[src/dram_ctl_pkg.sv]
package dram_ctl_pkg;

	// ==========================================
	// Array geometry
	localparam int ADDR_W = 9;
	localparam int DATA_W = 4;
	localparam int ROWS = 512;
	localparam int INIT_CYCLES = 8;

	// ==========================================
	// Clock and timing (figures in ns unless noted)
	localparam int CLK_PERIOD_NS = 5;
	localparam int ROW_TO_COLUMN_DELAY_NS = 25;
	localparam int COLUMN_TO_WRITE_DELAY_NS = 60;
	localparam int WRITE_TO_ROW_LEAD_NS = 30;
	localparam int WRITE_TO_COLUMN_LEAD_NS = 30;
	localparam int ROW_ACTIVE_MIN_NS = 120;
	localparam int COLUMN_ACTIVE_MIN_NS = 30;
	localparam int ROW_PRECHARGE_MIN_NS = 90;
	localparam int COLUMN_PRECHARGE_MIN_NS = 15;
	localparam int COLUMN_ACCESS_TIME_NS = 35;
	localparam int TRANSITION_TIME_NS = 5;
	localparam int REFRESH_INTERVAL_NS = 15600;
	localparam int POWERUP_PAUSE_NS = 200000;

	// Least times round up to whole cycles
	function automatic int cyc_up(input int ns);
		int c;
		c = (ns + CLK_PERIOD_NS - 1) / CLK_PERIOD_NS;
		return (c < 1) ? 1 : c;
	endfunction : cyc_up

	localparam int RCD_CYC = cyc_up(ROW_TO_COLUMN_DELAY_NS);
	localparam int CWD_CYC = cyc_up(COLUMN_TO_WRITE_DELAY_NS);
	localparam int RWL_CYC = cyc_up(WRITE_TO_ROW_LEAD_NS);
	localparam int CWL_CYC = cyc_up(WRITE_TO_COLUMN_LEAD_NS);
	localparam int RAS_CYC = cyc_up(ROW_ACTIVE_MIN_NS);
	localparam int CAS_CYC = cyc_up(COLUMN_ACTIVE_MIN_NS);
	localparam int RP_CYC = cyc_up(ROW_PRECHARGE_MIN_NS);
	localparam int CP_CYC = cyc_up(COLUMN_PRECHARGE_MIN_NS);
	localparam int CAC_CYC = cyc_up(COLUMN_ACCESS_TIME_NS);
	localparam int TT_CYC = cyc_up(TRANSITION_TIME_NS);
	// Longest interval rounds down
	localparam int REFRESH_CYC = REFRESH_INTERVAL_NS / CLK_PERIOD_NS;
	localparam int POWERUP_CYC = cyc_up(POWERUP_PAUSE_NS);

	localparam int CNT_W = 16;

	// ==========================================
	// Host commands
	typedef enum logic [1:0] {
		CMD_READ,
		CMD_WRITE,
		CMD_READ_WRITE,
		CMD_COUNTER_TEST
	} cmd_t;

endpackage : dram_ctl_pkg

[src/refresh_timer.sv]
`timescale 1ns/1ps
`default_nettype none

module refresh_timer
	import dram_ctl_pkg::*;
#(
	parameter int INTERVAL = REFRESH_CYC
) (
	// Clock and reset
	input wire logic clk,
	input wire logic reset_n,
	// Request handshake
	input wire logic enable,
	input wire logic taken,
	output logic pending
);

	logic [CNT_W-1:0] count_q;
	logic pending_q;

	// ==========================================
	// Interval counter
	always_ff @(posedge clk or negedge reset_n) begin
		if (!reset_n) begin
			count_q <= '0;
		end else if (!enable || count_q == CNT_W'(INTERVAL - 1)) begin
			count_q <= '0;
		end else begin
			count_q <= count_q + 1'b1;
		end
	end

	// ==========================================
	// Sticky request; a new tick wins over the take
	always_ff @(posedge clk or negedge reset_n) begin
		if (!reset_n) begin
			pending_q <= 1'b0;
		end else if (enable && count_q == CNT_W'(INTERVAL - 1)) begin
			pending_q <= 1'b1;
		end else if (taken) begin
			pending_q <= 1'b0;
		end
	end

	assign pending = pending_q;

endmodule : refresh_timer

`default_nettype wire

[src/dram_ctl.sv]
// What this block does
// - Early write: write strobe low a setup time before column falls.
// - Late write strobe may lag column strobe, within row active time.
// - Read-write: write waits a column-to-write delay after column falls.
// - Page mode: row strobe held low, column strobe toggles per column.
// - Page starts with a normal access; column precharge between accesses.
// - All 512 rows refreshed within each 8 ms period.
// - One row refresh every 15.6 us (distributed refresh).
// - Hidden refresh: column low while row strobe precharges and falls.
// - At least eight column-before-row cycles precede the counter test.
// - Counter test sequence run by host through counter-test commands.
// - Row active, column active and row precharge minima kept in writes.
// - Late write keeps write-to-row and write-to-column leads.
// - Wait 200 us after power-up, then eight row strobe cycles.
// - Read keeps write strobe high through and after the strobe edges.
`timescale 1ns/1ps
`default_nettype none

module dram_ctl
	import dram_ctl_pkg::*;
#(
	parameter int POWERUP_WAIT = POWERUP_CYC,
	parameter int REFRESH_WAIT = REFRESH_CYC
) (
	// Clock and reset
	input wire logic clk,
	input wire logic reset_n,
	// Host request
	input wire logic req_valid,
	output logic req_ready,
	input wire logic [1:0] req_cmd,
	input wire logic [ADDR_W-1:0] req_row,
	input wire logic [ADDR_W-1:0] req_col,
	input wire logic [DATA_W-1:0] req_wdata,
	input wire logic req_last,
	// Host answer
	output logic rsp_valid,
	output logic [DATA_W-1:0] rsp_rdata,
	output logic init_done,
	// Memory pins
	output logic [ADDR_W-1:0] mem_addr,
	output logic mem_ras_n,
	output logic mem_cas_n,
	output logic mem_we_n,
	output logic mem_oe_n,
	input wire logic [DATA_W-1:0] mem_dq_in,
	output logic [DATA_W-1:0] mem_dq_out,
	output logic mem_dq_oe
);

	typedef enum {
		ST_POWERUP, ST_WAKE, ST_IDLE, ST_ROW, ST_COL, ST_READ,
		ST_WRITE, ST_CAS_PRE, ST_ROW_END, ST_PRECHARGE, ST_CBR_CAS,
		ST_CBR_RAS
	} state_t;

	state_t state_q;
	logic [CNT_W-1:0] timer_q;
	logic [ADDR_W:0] ras_count_q;
	logic [CNT_W-1:0] ras_age_q;
	logic [1:0] cmd_q;
	logic [ADDR_W-1:0] row_q;
	logic [DATA_W-1:0] wdata_q;
	logic last_q;
	logic hidden_q;
	logic [DATA_W-1:0] dq_sync1_q;
	logic [DATA_W-1:0] dq_sync2_q;
	logic refresh_pending;
	logic refresh_taken;
	logic cbr_init;
	logic timer_done;
	logic powered;
	logic page_ready;

	function automatic logic is_write(input logic [1:0] cmd);
		return cmd != 2'(CMD_READ);
	endfunction : is_write

	function automatic logic reads_first(input logic [1:0] cmd);
		return cmd != 2'(CMD_WRITE);
	endfunction : reads_first

	assign timer_done = (timer_q == '0);
	assign powered = (state_q != ST_POWERUP) && (state_q != ST_WAKE);
	assign init_done = powered && cbr_init;
	assign cbr_init = (ras_count_q >= (ADDR_W+1)'(INIT_CYCLES));
	// Page continuation is offered once the CP_CYC timer of ST_CAS_PRE has run out
	assign page_ready = (state_q == ST_CAS_PRE) && !last_q && timer_done
		&& !refresh_pending && cmd_q != 2'(CMD_COUNTER_TEST)
		&& req_cmd != 2'(CMD_COUNTER_TEST);
	assign req_ready = ((state_q == ST_IDLE) && cbr_init && !refresh_pending)
		|| page_ready;
	assign refresh_taken = (state_q == ST_CBR_RAS) && timer_done;

	// ==========================================
	// Refresh interval: one row every 15.6 us
	refresh_timer #(
		.INTERVAL(REFRESH_WAIT)
	) u_refresh (
		.clk(clk),
		.reset_n(reset_n),
		.enable(powered),
		.taken(refresh_taken),
		.pending(refresh_pending)
	);

	// ==========================================
	// Read data synchroniser
	always_ff @(posedge clk or negedge reset_n) begin
		if (!reset_n) begin
			dq_sync1_q <= '0;
			dq_sync2_q <= '0;
		end else begin
			dq_sync1_q <= mem_dq_in;
			dq_sync2_q <= dq_sync1_q;
		end
	end

	// ==========================================
	// Cycles since last row strobe, for the wake-up rule
	always_ff @(posedge clk or negedge reset_n) begin
		if (!reset_n) begin
			ras_age_q <= '0;
		end else if (!mem_ras_n) begin
			ras_age_q <= '0;
		end else if (ras_age_q != '1) begin
			ras_age_q <= ras_age_q + 1'b1;
		end
	end

	// ==========================================
	// Row strobe cycles issued since wake-up, counted up to INIT_CYCLES
	always_ff @(posedge clk or negedge reset_n) begin
		if (!reset_n) begin
			ras_count_q <= '0;
		end else if (state_q == ST_POWERUP) begin
			ras_count_q <= '0;
		end else if (state_q == ST_PRECHARGE && timer_done && !cbr_init) begin
			ras_count_q <= ras_count_q + 1'b1;
		end
	end

	// ==========================================
	// Main sequencer
	always_ff @(posedge clk or negedge reset_n) begin
		if (!reset_n) begin
			state_q <= ST_POWERUP;
			timer_q <= CNT_W'(POWERUP_WAIT);
			mem_ras_n <= 1'b1;
			mem_cas_n <= 1'b1;
			mem_we_n <= 1'b1;
			mem_oe_n <= 1'b1;
			mem_addr <= '0;
			mem_dq_out <= '0;
			mem_dq_oe <= 1'b0;
			cmd_q <= 2'(CMD_READ);
			row_q <= '0;
			wdata_q <= '0;
			last_q <= 1'b1;
			hidden_q <= 1'b0;
			rsp_valid <= 1'b0;
			rsp_rdata <= '0;
		end else begin
			rsp_valid <= 1'b0;
			if (!timer_done) begin
				timer_q <= timer_q - 1'b1;
			end
			case (state_q)
			ST_POWERUP: begin
				if (timer_done) begin
					state_q <= ST_WAKE;
				end
			end
			ST_WAKE: begin
				// Wake-up cycles are column-before-row refreshes
				state_q <= ST_CBR_CAS;
				mem_cas_n <= 1'b0;
				timer_q <= CNT_W'(TT_CYC);
			end
			ST_IDLE: begin
				if (ras_age_q >= CNT_W'(REFRESH_WAIT)) begin
					state_q <= ST_POWERUP;
					timer_q <= '0;
				end else if (!cbr_init || refresh_pending) begin
					state_q <= ST_CBR_CAS;
					mem_cas_n <= 1'b0;
					timer_q <= CNT_W'(TT_CYC);
				end else if (req_valid) begin
					cmd_q <= req_cmd;
					row_q <= req_row;
					wdata_q <= req_wdata;
					last_q <= req_last;
					mem_dq_out <= req_wdata;
					mem_we_n <= 1'b1;
					if (req_cmd == 2'(CMD_COUNTER_TEST)) begin
						// Counter row: column strobe leads row strobe
						mem_addr <= req_col;
						mem_cas_n <= 1'b0;
						state_q <= ST_ROW;
						timer_q <= CNT_W'(TT_CYC);
					end else begin
						mem_addr <= req_row;
						state_q <= ST_ROW;
						timer_q <= CNT_W'(TT_CYC);
					end
				end
			end
			ST_ROW: begin
				if (timer_done) begin
					mem_ras_n <= 1'b0;
					state_q <= ST_COL;
					if (cmd_q == 2'(CMD_COUNTER_TEST)) begin
						// Column stays low past the row edge, then precharges
						timer_q <= CNT_W'(CAS_CYC + CP_CYC);
					end else begin
						timer_q <= CNT_W'(RCD_CYC);
					end
				end
			end
			ST_COL: begin
				mem_addr <= (cmd_q == 2'(CMD_COUNTER_TEST)) ? mem_addr : req_col;
				if (cmd_q == 2'(CMD_COUNTER_TEST)
						&& timer_q == CNT_W'(CP_CYC + 1)) begin
					// Counter test: column precharge before its access
					mem_cas_n <= 1'b1;
				end
				if (timer_done) begin
					mem_cas_n <= 1'b0;
					if (!reads_first(cmd_q)) begin
						// Early write: strobe and data ahead of column
						mem_we_n <= 1'b0;
						mem_dq_oe <= 1'b1;
						mem_oe_n <= 1'b1;
						state_q <= ST_WRITE;
						timer_q <= CNT_W'(CAS_CYC);
					end else begin
						mem_oe_n <= 1'b0;
						state_q <= ST_READ;
						// Late write needs the column-to-write delay too
						timer_q <= CNT_W'((CWD_CYC > CAC_CYC + 2)
								? CWD_CYC : CAC_CYC + 2);
					end
				end else if (!reads_first(cmd_q)) begin
					mem_we_n <= 1'b0;
					mem_dq_oe <= 1'b1;
				end
			end
			ST_READ: begin
				if (timer_done) begin
					rsp_valid <= 1'b1;
					rsp_rdata <= dq_sync2_q;
					if (is_write(cmd_q)) begin
						// Late write after column-to-write delay
						mem_oe_n <= 1'b1;
						mem_we_n <= 1'b0;
						mem_dq_out <= wdata_q;
						mem_dq_oe <= 1'b1;
						state_q <= ST_WRITE;
						timer_q <= CNT_W'((RWL_CYC > CWL_CYC) ? RWL_CYC : CWL_CYC);
					end else begin
						state_q <= ST_CAS_PRE;
						timer_q <= CNT_W'(CP_CYC);
					end
				end
			end
			ST_WRITE: begin
				if (timer_done) begin
					state_q <= ST_CAS_PRE;
					timer_q <= CNT_W'(CP_CYC);
				end
			end
			ST_CAS_PRE: begin
				mem_we_n <= 1'b1;
				mem_dq_oe <= 1'b0;
				mem_oe_n <= 1'b1;
				if (req_valid && page_ready) begin
					// Next column of the open page
					mem_cas_n <= 1'b1;
					cmd_q <= req_cmd;
					wdata_q <= req_wdata;
					mem_dq_out <= req_wdata;
					last_q <= req_last;
					state_q <= ST_COL;
					timer_q <= CNT_W'(CP_CYC);
				end else if (!last_q && !req_valid) begin
					mem_cas_n <= 1'b1;
				end else if (last_q || timer_done) begin
					hidden_q <= refresh_pending && !mem_cas_n;
					if (!(refresh_pending && !mem_cas_n)) begin
						mem_cas_n <= 1'b1;
					end
					state_q <= ST_ROW_END;
					timer_q <= CNT_W'(RAS_CYC);
				end
			end
			ST_ROW_END: begin
				if (timer_done) begin
					mem_ras_n <= 1'b1;
					state_q <= ST_PRECHARGE;
					timer_q <= CNT_W'(RP_CYC);
				end
			end
			ST_PRECHARGE: begin
				if (timer_done) begin
					if (hidden_q) begin
						// Column stays low; row falls again
						hidden_q <= 1'b0;
						state_q <= ST_CBR_RAS;
						mem_ras_n <= 1'b0;
						timer_q <= CNT_W'(RAS_CYC);
					end else begin
						mem_cas_n <= 1'b1;
						state_q <= ST_IDLE;
					end
				end
			end
			ST_CBR_CAS: begin
				if (timer_done) begin
					mem_ras_n <= 1'b0;
					state_q <= ST_CBR_RAS;
					timer_q <= CNT_W'(RAS_CYC);
				end
			end
			ST_CBR_RAS: begin
				if (timer_done) begin
					mem_ras_n <= 1'b1;
					mem_cas_n <= 1'b1;
					state_q <= ST_PRECHARGE;
					timer_q <= CNT_W'(RP_CYC);
				end
			end
			default: begin
				state_q <= ST_IDLE;
			end
			endcase
		end
	end

endmodule : dram_ctl

`default_nettype wire

[config.mk]
export PLATFORM = sky130hd
export DESIGN_NAME = dram_ctl
export DESIGN_NICKNAME = d
export VERILOG_FILES = /design/src/dram_ctl_pkg.sv /design/src/refresh_timer.sv /design/src/dram_ctl.sv
export SDC_FILE = /design/constraint.sdc
export NUM_CORES = 1
export LEC_CHECK = 0
export BUFFER_PORTS_ARGS = -buffer_cell sky130_fd_sc_hd__buf_2
export CAP_MARGIN = 40
export CORE_AREA = 2 2 132 83
export DETAILED_ROUTE_END_ITERATION = 8
export DIE_AREA = 0 0 134 85
export GPL_TIMING_DRIVEN = 0
export MAX_ROUTING_LAYER = met4
export PLACE_DENSITY = 0.74
export SLEW_MARGIN = 0
export SYNTH_ARGS = -nofsm -noshare
export SYNTH_HDL_FRONTEND = slang
export SYNTH_SLANG_ARGS = --single-unit
[constraint.sdc]
create_clock -name clk -period 3.8 [get_ports clk]
set_input_delay 0.95 -clock clk [delete_from_list [all_inputs] [get_ports clk]]
set_output_delay 0.95 -clock clk [all_outputs]
set_load 0.02 [all_outputs]
==> impl_metrics.ini <==
[outcome]
status = finished clean

[floorplanning]
pin_count = 57
coreArea_sq_mm = 0.0102
dieArea_sq_mm = 0.0114
fp.dieH_microns = 85
row_count = 29
die_w_microns = 134
initial_utilization = 0.535

[timing]
drv_slew = 0
rsz0062_at_grt = no
finalCriticalPeriod_ns = 3.73
setup_tns_ns = 0
fin_crit_sh = 0.981
skew_ns = 0.00574
max_slew_margin = 0.473
worst_slack_ns = 0.0730
finalSetupViolations = 0
finalHoldViolations = 0
tightestPinTransition_ns = 0.785
max_clock_freq_mhz = 268

[route]
drc = 0
m1WireLength_mm = 6.65
wl_per_cell_microns = 17.3
drt_first_pass_iters = 8
wl_mm = 13.5
ant_nets = 0
wl_met3_mm = 1.29
met2WireLength_mm = 5.30
dr_total_vias = 4658
via_per_inst = 5.98
drt_first_iter_violations = 500
maxUsedRoutingLayer = met4

[clock_network]
tritoncts = done
htreeDepth = 3
clockBufferDepth = 2
root_buffer = clkbuf_16
cts_buffers = 9
clock_latency_ns = 0.34
cts_sinks = 102
clk_pin_slew_ns = 0.07

[layout]
fill_cells = 859
layout.nets = 675
syn2layout_area_growth_pct = 14.2
multi_input_area_sq_mm = 0.00273
final_area_sq_mm = 0.00622
instances_no_fill = 779
regArea_sq_mm = 0.00256
layout-drive-gt1-share = 0.192

[placed_design]
place_congestion = 1.05
dp_hpwl_mm = 9.89
place_ws_ns = 0.301
dpl.cell_count = 762
io_buffers = 56
dpl_cell_area_sq_mm = 0.00593

[synthesis]
synthAdderAreaFrac = 0.0225
synth_top_family_by_area = simple AND/OR/NAND/NOR gates
synth.avg_cell_area_sq_um = 9.63
syn_inst = 566
yosys.area_share.simple = 0.211
synth_ff_type = dfrtp_1
seq_area_frac_synth = 0.471
yosys.area_share.xor_xnor = 0.0675
synth_edf_count = 0
ys_types = 69
synth_compound_area_frac = 0.139
synthMuxAreaShare = 0.0597
synth_nets = 607
ys_ff_latch = 102
async_flop_share = 1.00
synthesis.area_sq_mm = 0.00545
yosys_warnings = 0

[critical_path]
critPathLaunchType = register
timing.critical_path.buf_inv = 3
critPathMaxFanout = 10
crit_arrival_ns = 2.78
path_class = register to output pin
crit_chain = inv_1 > ha_1 > nor3b_2 > and4_4 > inv_2 > or3_1 > o21ai_0 > buf_2
slowest_stage = dfrtp_1
crit_required_ns = 2.85
critPathTopFamily = simple AND/OR/NAND/NOR gates
worst_path_largest_cell_delay_ns = 0.45
crit_path_end_kind = output pin

[global_route]
grt_max_degree = 55
grt.overflow.total = 0
grt_pass1_wl_mm = 22.0
antenna_found_initial = 0
track_usage = 0.255
first_global_vias = 4272

[pwr]
cellLeakagePower_nw = 2.81
ir_worst_vdd_v = 0.000273
powerDensity_mw_per_mm2 = 330

[hold_path]
hp-class = register to register

[flow_run]
maxCapViolations = 0
flip-flops by register name (all words and copies together), names as in the netlist, 9 cells and up:
| signal | flops |
|---|---|
| ras_age_q | 16 |
| timer_q | 16 |
| u_refresh.count_q | 16 |
| ras_count_q | 10 |
| mem_addr | 9 |
worst reg2reg max path: stages (launching register included):
cell and delay (ns):
dfrtp_1 0.45, inv_1 0.14, ha_1 0.22, nor3b_2 0.18, and4_4 0.20, inv_2 0.16, buf_2 0.27, buf_1 0.53
ha_1 0.29, nor2_1 0.04, a22oi_1 0.16, o32a_1 0.17, o21ai_0 0.13, nor4_1 0.34, o22ai_1 0.16
placed cells by master, fill, tap and decap left out, drive strengths merged, types with 19 or more instances in the layout:
| master | Yosys | final |
|---|---|---|
| nor2 | 80 | 80 |
| buf | 11 | 68 |
| xnor2 | 19 | 19 |
| xor2 | 23 | 23 |
| dfrtp | 92 | 92 |
| a21oi | 42 | 42 |
| nand2 | 41 | 41 |
| clkbuf | 12 | 21 |
| inv | 16 | 19 |
| mux2 | 20 | 20 |
| o21ai | 23 | 23 |
| nand3 | 19 | 19 |
where the power goes:
part           internal, W  switching, W  leakage (nW)
logic            0.0000287     0.0000452          1.37
registers          0.00110    0.00000586          1.31
clock network     0.000454      0.000423         0.142
cell families after synthesis:
group	count (synthesis)
multiplexers	30
flip-flops	102
AO/OA/AOI/OAI	117
XOR/XNOR	42
buffers and inverters	39
AND/OR/NAND/NOR	226
adder cells (fa/ha/maj)	10
routing by layer:
layer  vias to the layer above  GRT usage
li1                       2164          -
met1                      2203      0.396
met2                       252      0.331
met3                        39     0.0615
met4                         0     0.0590
met5                         -          -
area by class of cell:
class | count | area share
multi-input combinational | 425 | 0.438
sequential | 102 | 0.412
timing repair buffer | 57 | 0.0499
clock buffer | 9 | 0.0362
tap | 139 | 0.0279
buffer | 23 | 0.0167
inverter | 16 | 0.00965
clock inverter | 7 | 0.00905
antenna | 1 | 0.000402
through the flow:
stage | total power, W | hold slack [ns] | utilization
final | 0.00205 | 0.352 | 0.610
after CTS | 0.00208 | 0.352 | 0.610
after global placement | 0.00119 | 0.331 | 0.579
after detailed placement | 0.00120 | 0.336 | 0.582
after global routing | 0.00213 | 0.368 | 0.610
after floorplan | 0.00115 | 0.331 | -
path summary, 6_finish.rpt:
check | start | slack [ns] | cells after the start | end
worst max-delay path | timer_q[0] | 0.07 | 8 | req_ready
worst min-delay path | dq_sync1_q[0] | 0.35 | 0 | dq_sync2_q[0]
worst max register to register | timer_q[0] | 0.22 | 14 | timer_q[0]
worst min register to register | dq_sync1_q[0] | 0.35 | 0 | dq_sync2_q[0]
max in group asynchronous | reset_n | 2.45 | 2 | mem_cas_n
min in group asynchronous | reset_n | 0.61 | 1 | ras_age_q[2]
what timing repair did:
action,in CTS,in global routing
resized for setup,0,1
buffers inserted,0,0
hold buffers,0,0
setup endpoints to repair,0,1
synth_stat cells (12+ instances only):
library cell	number	share of area
a21oi_1	41	0.038
clkbuf_1	12	0.0083
dfrtp_1	92	0.42
inv_1	15	0.010
mux2_2	15	0.031
nand2_1	41	0.028
nand3_1	19	0.017
nor2_1	79	0.054
nor3_1	14	0.013
nor4_1	13	0.015
o21ai_0	21	0.019
xnor2_1	19	0.031
xor2_1	23	0.037
Note: power is estimated with default switching activity, not from simulation.
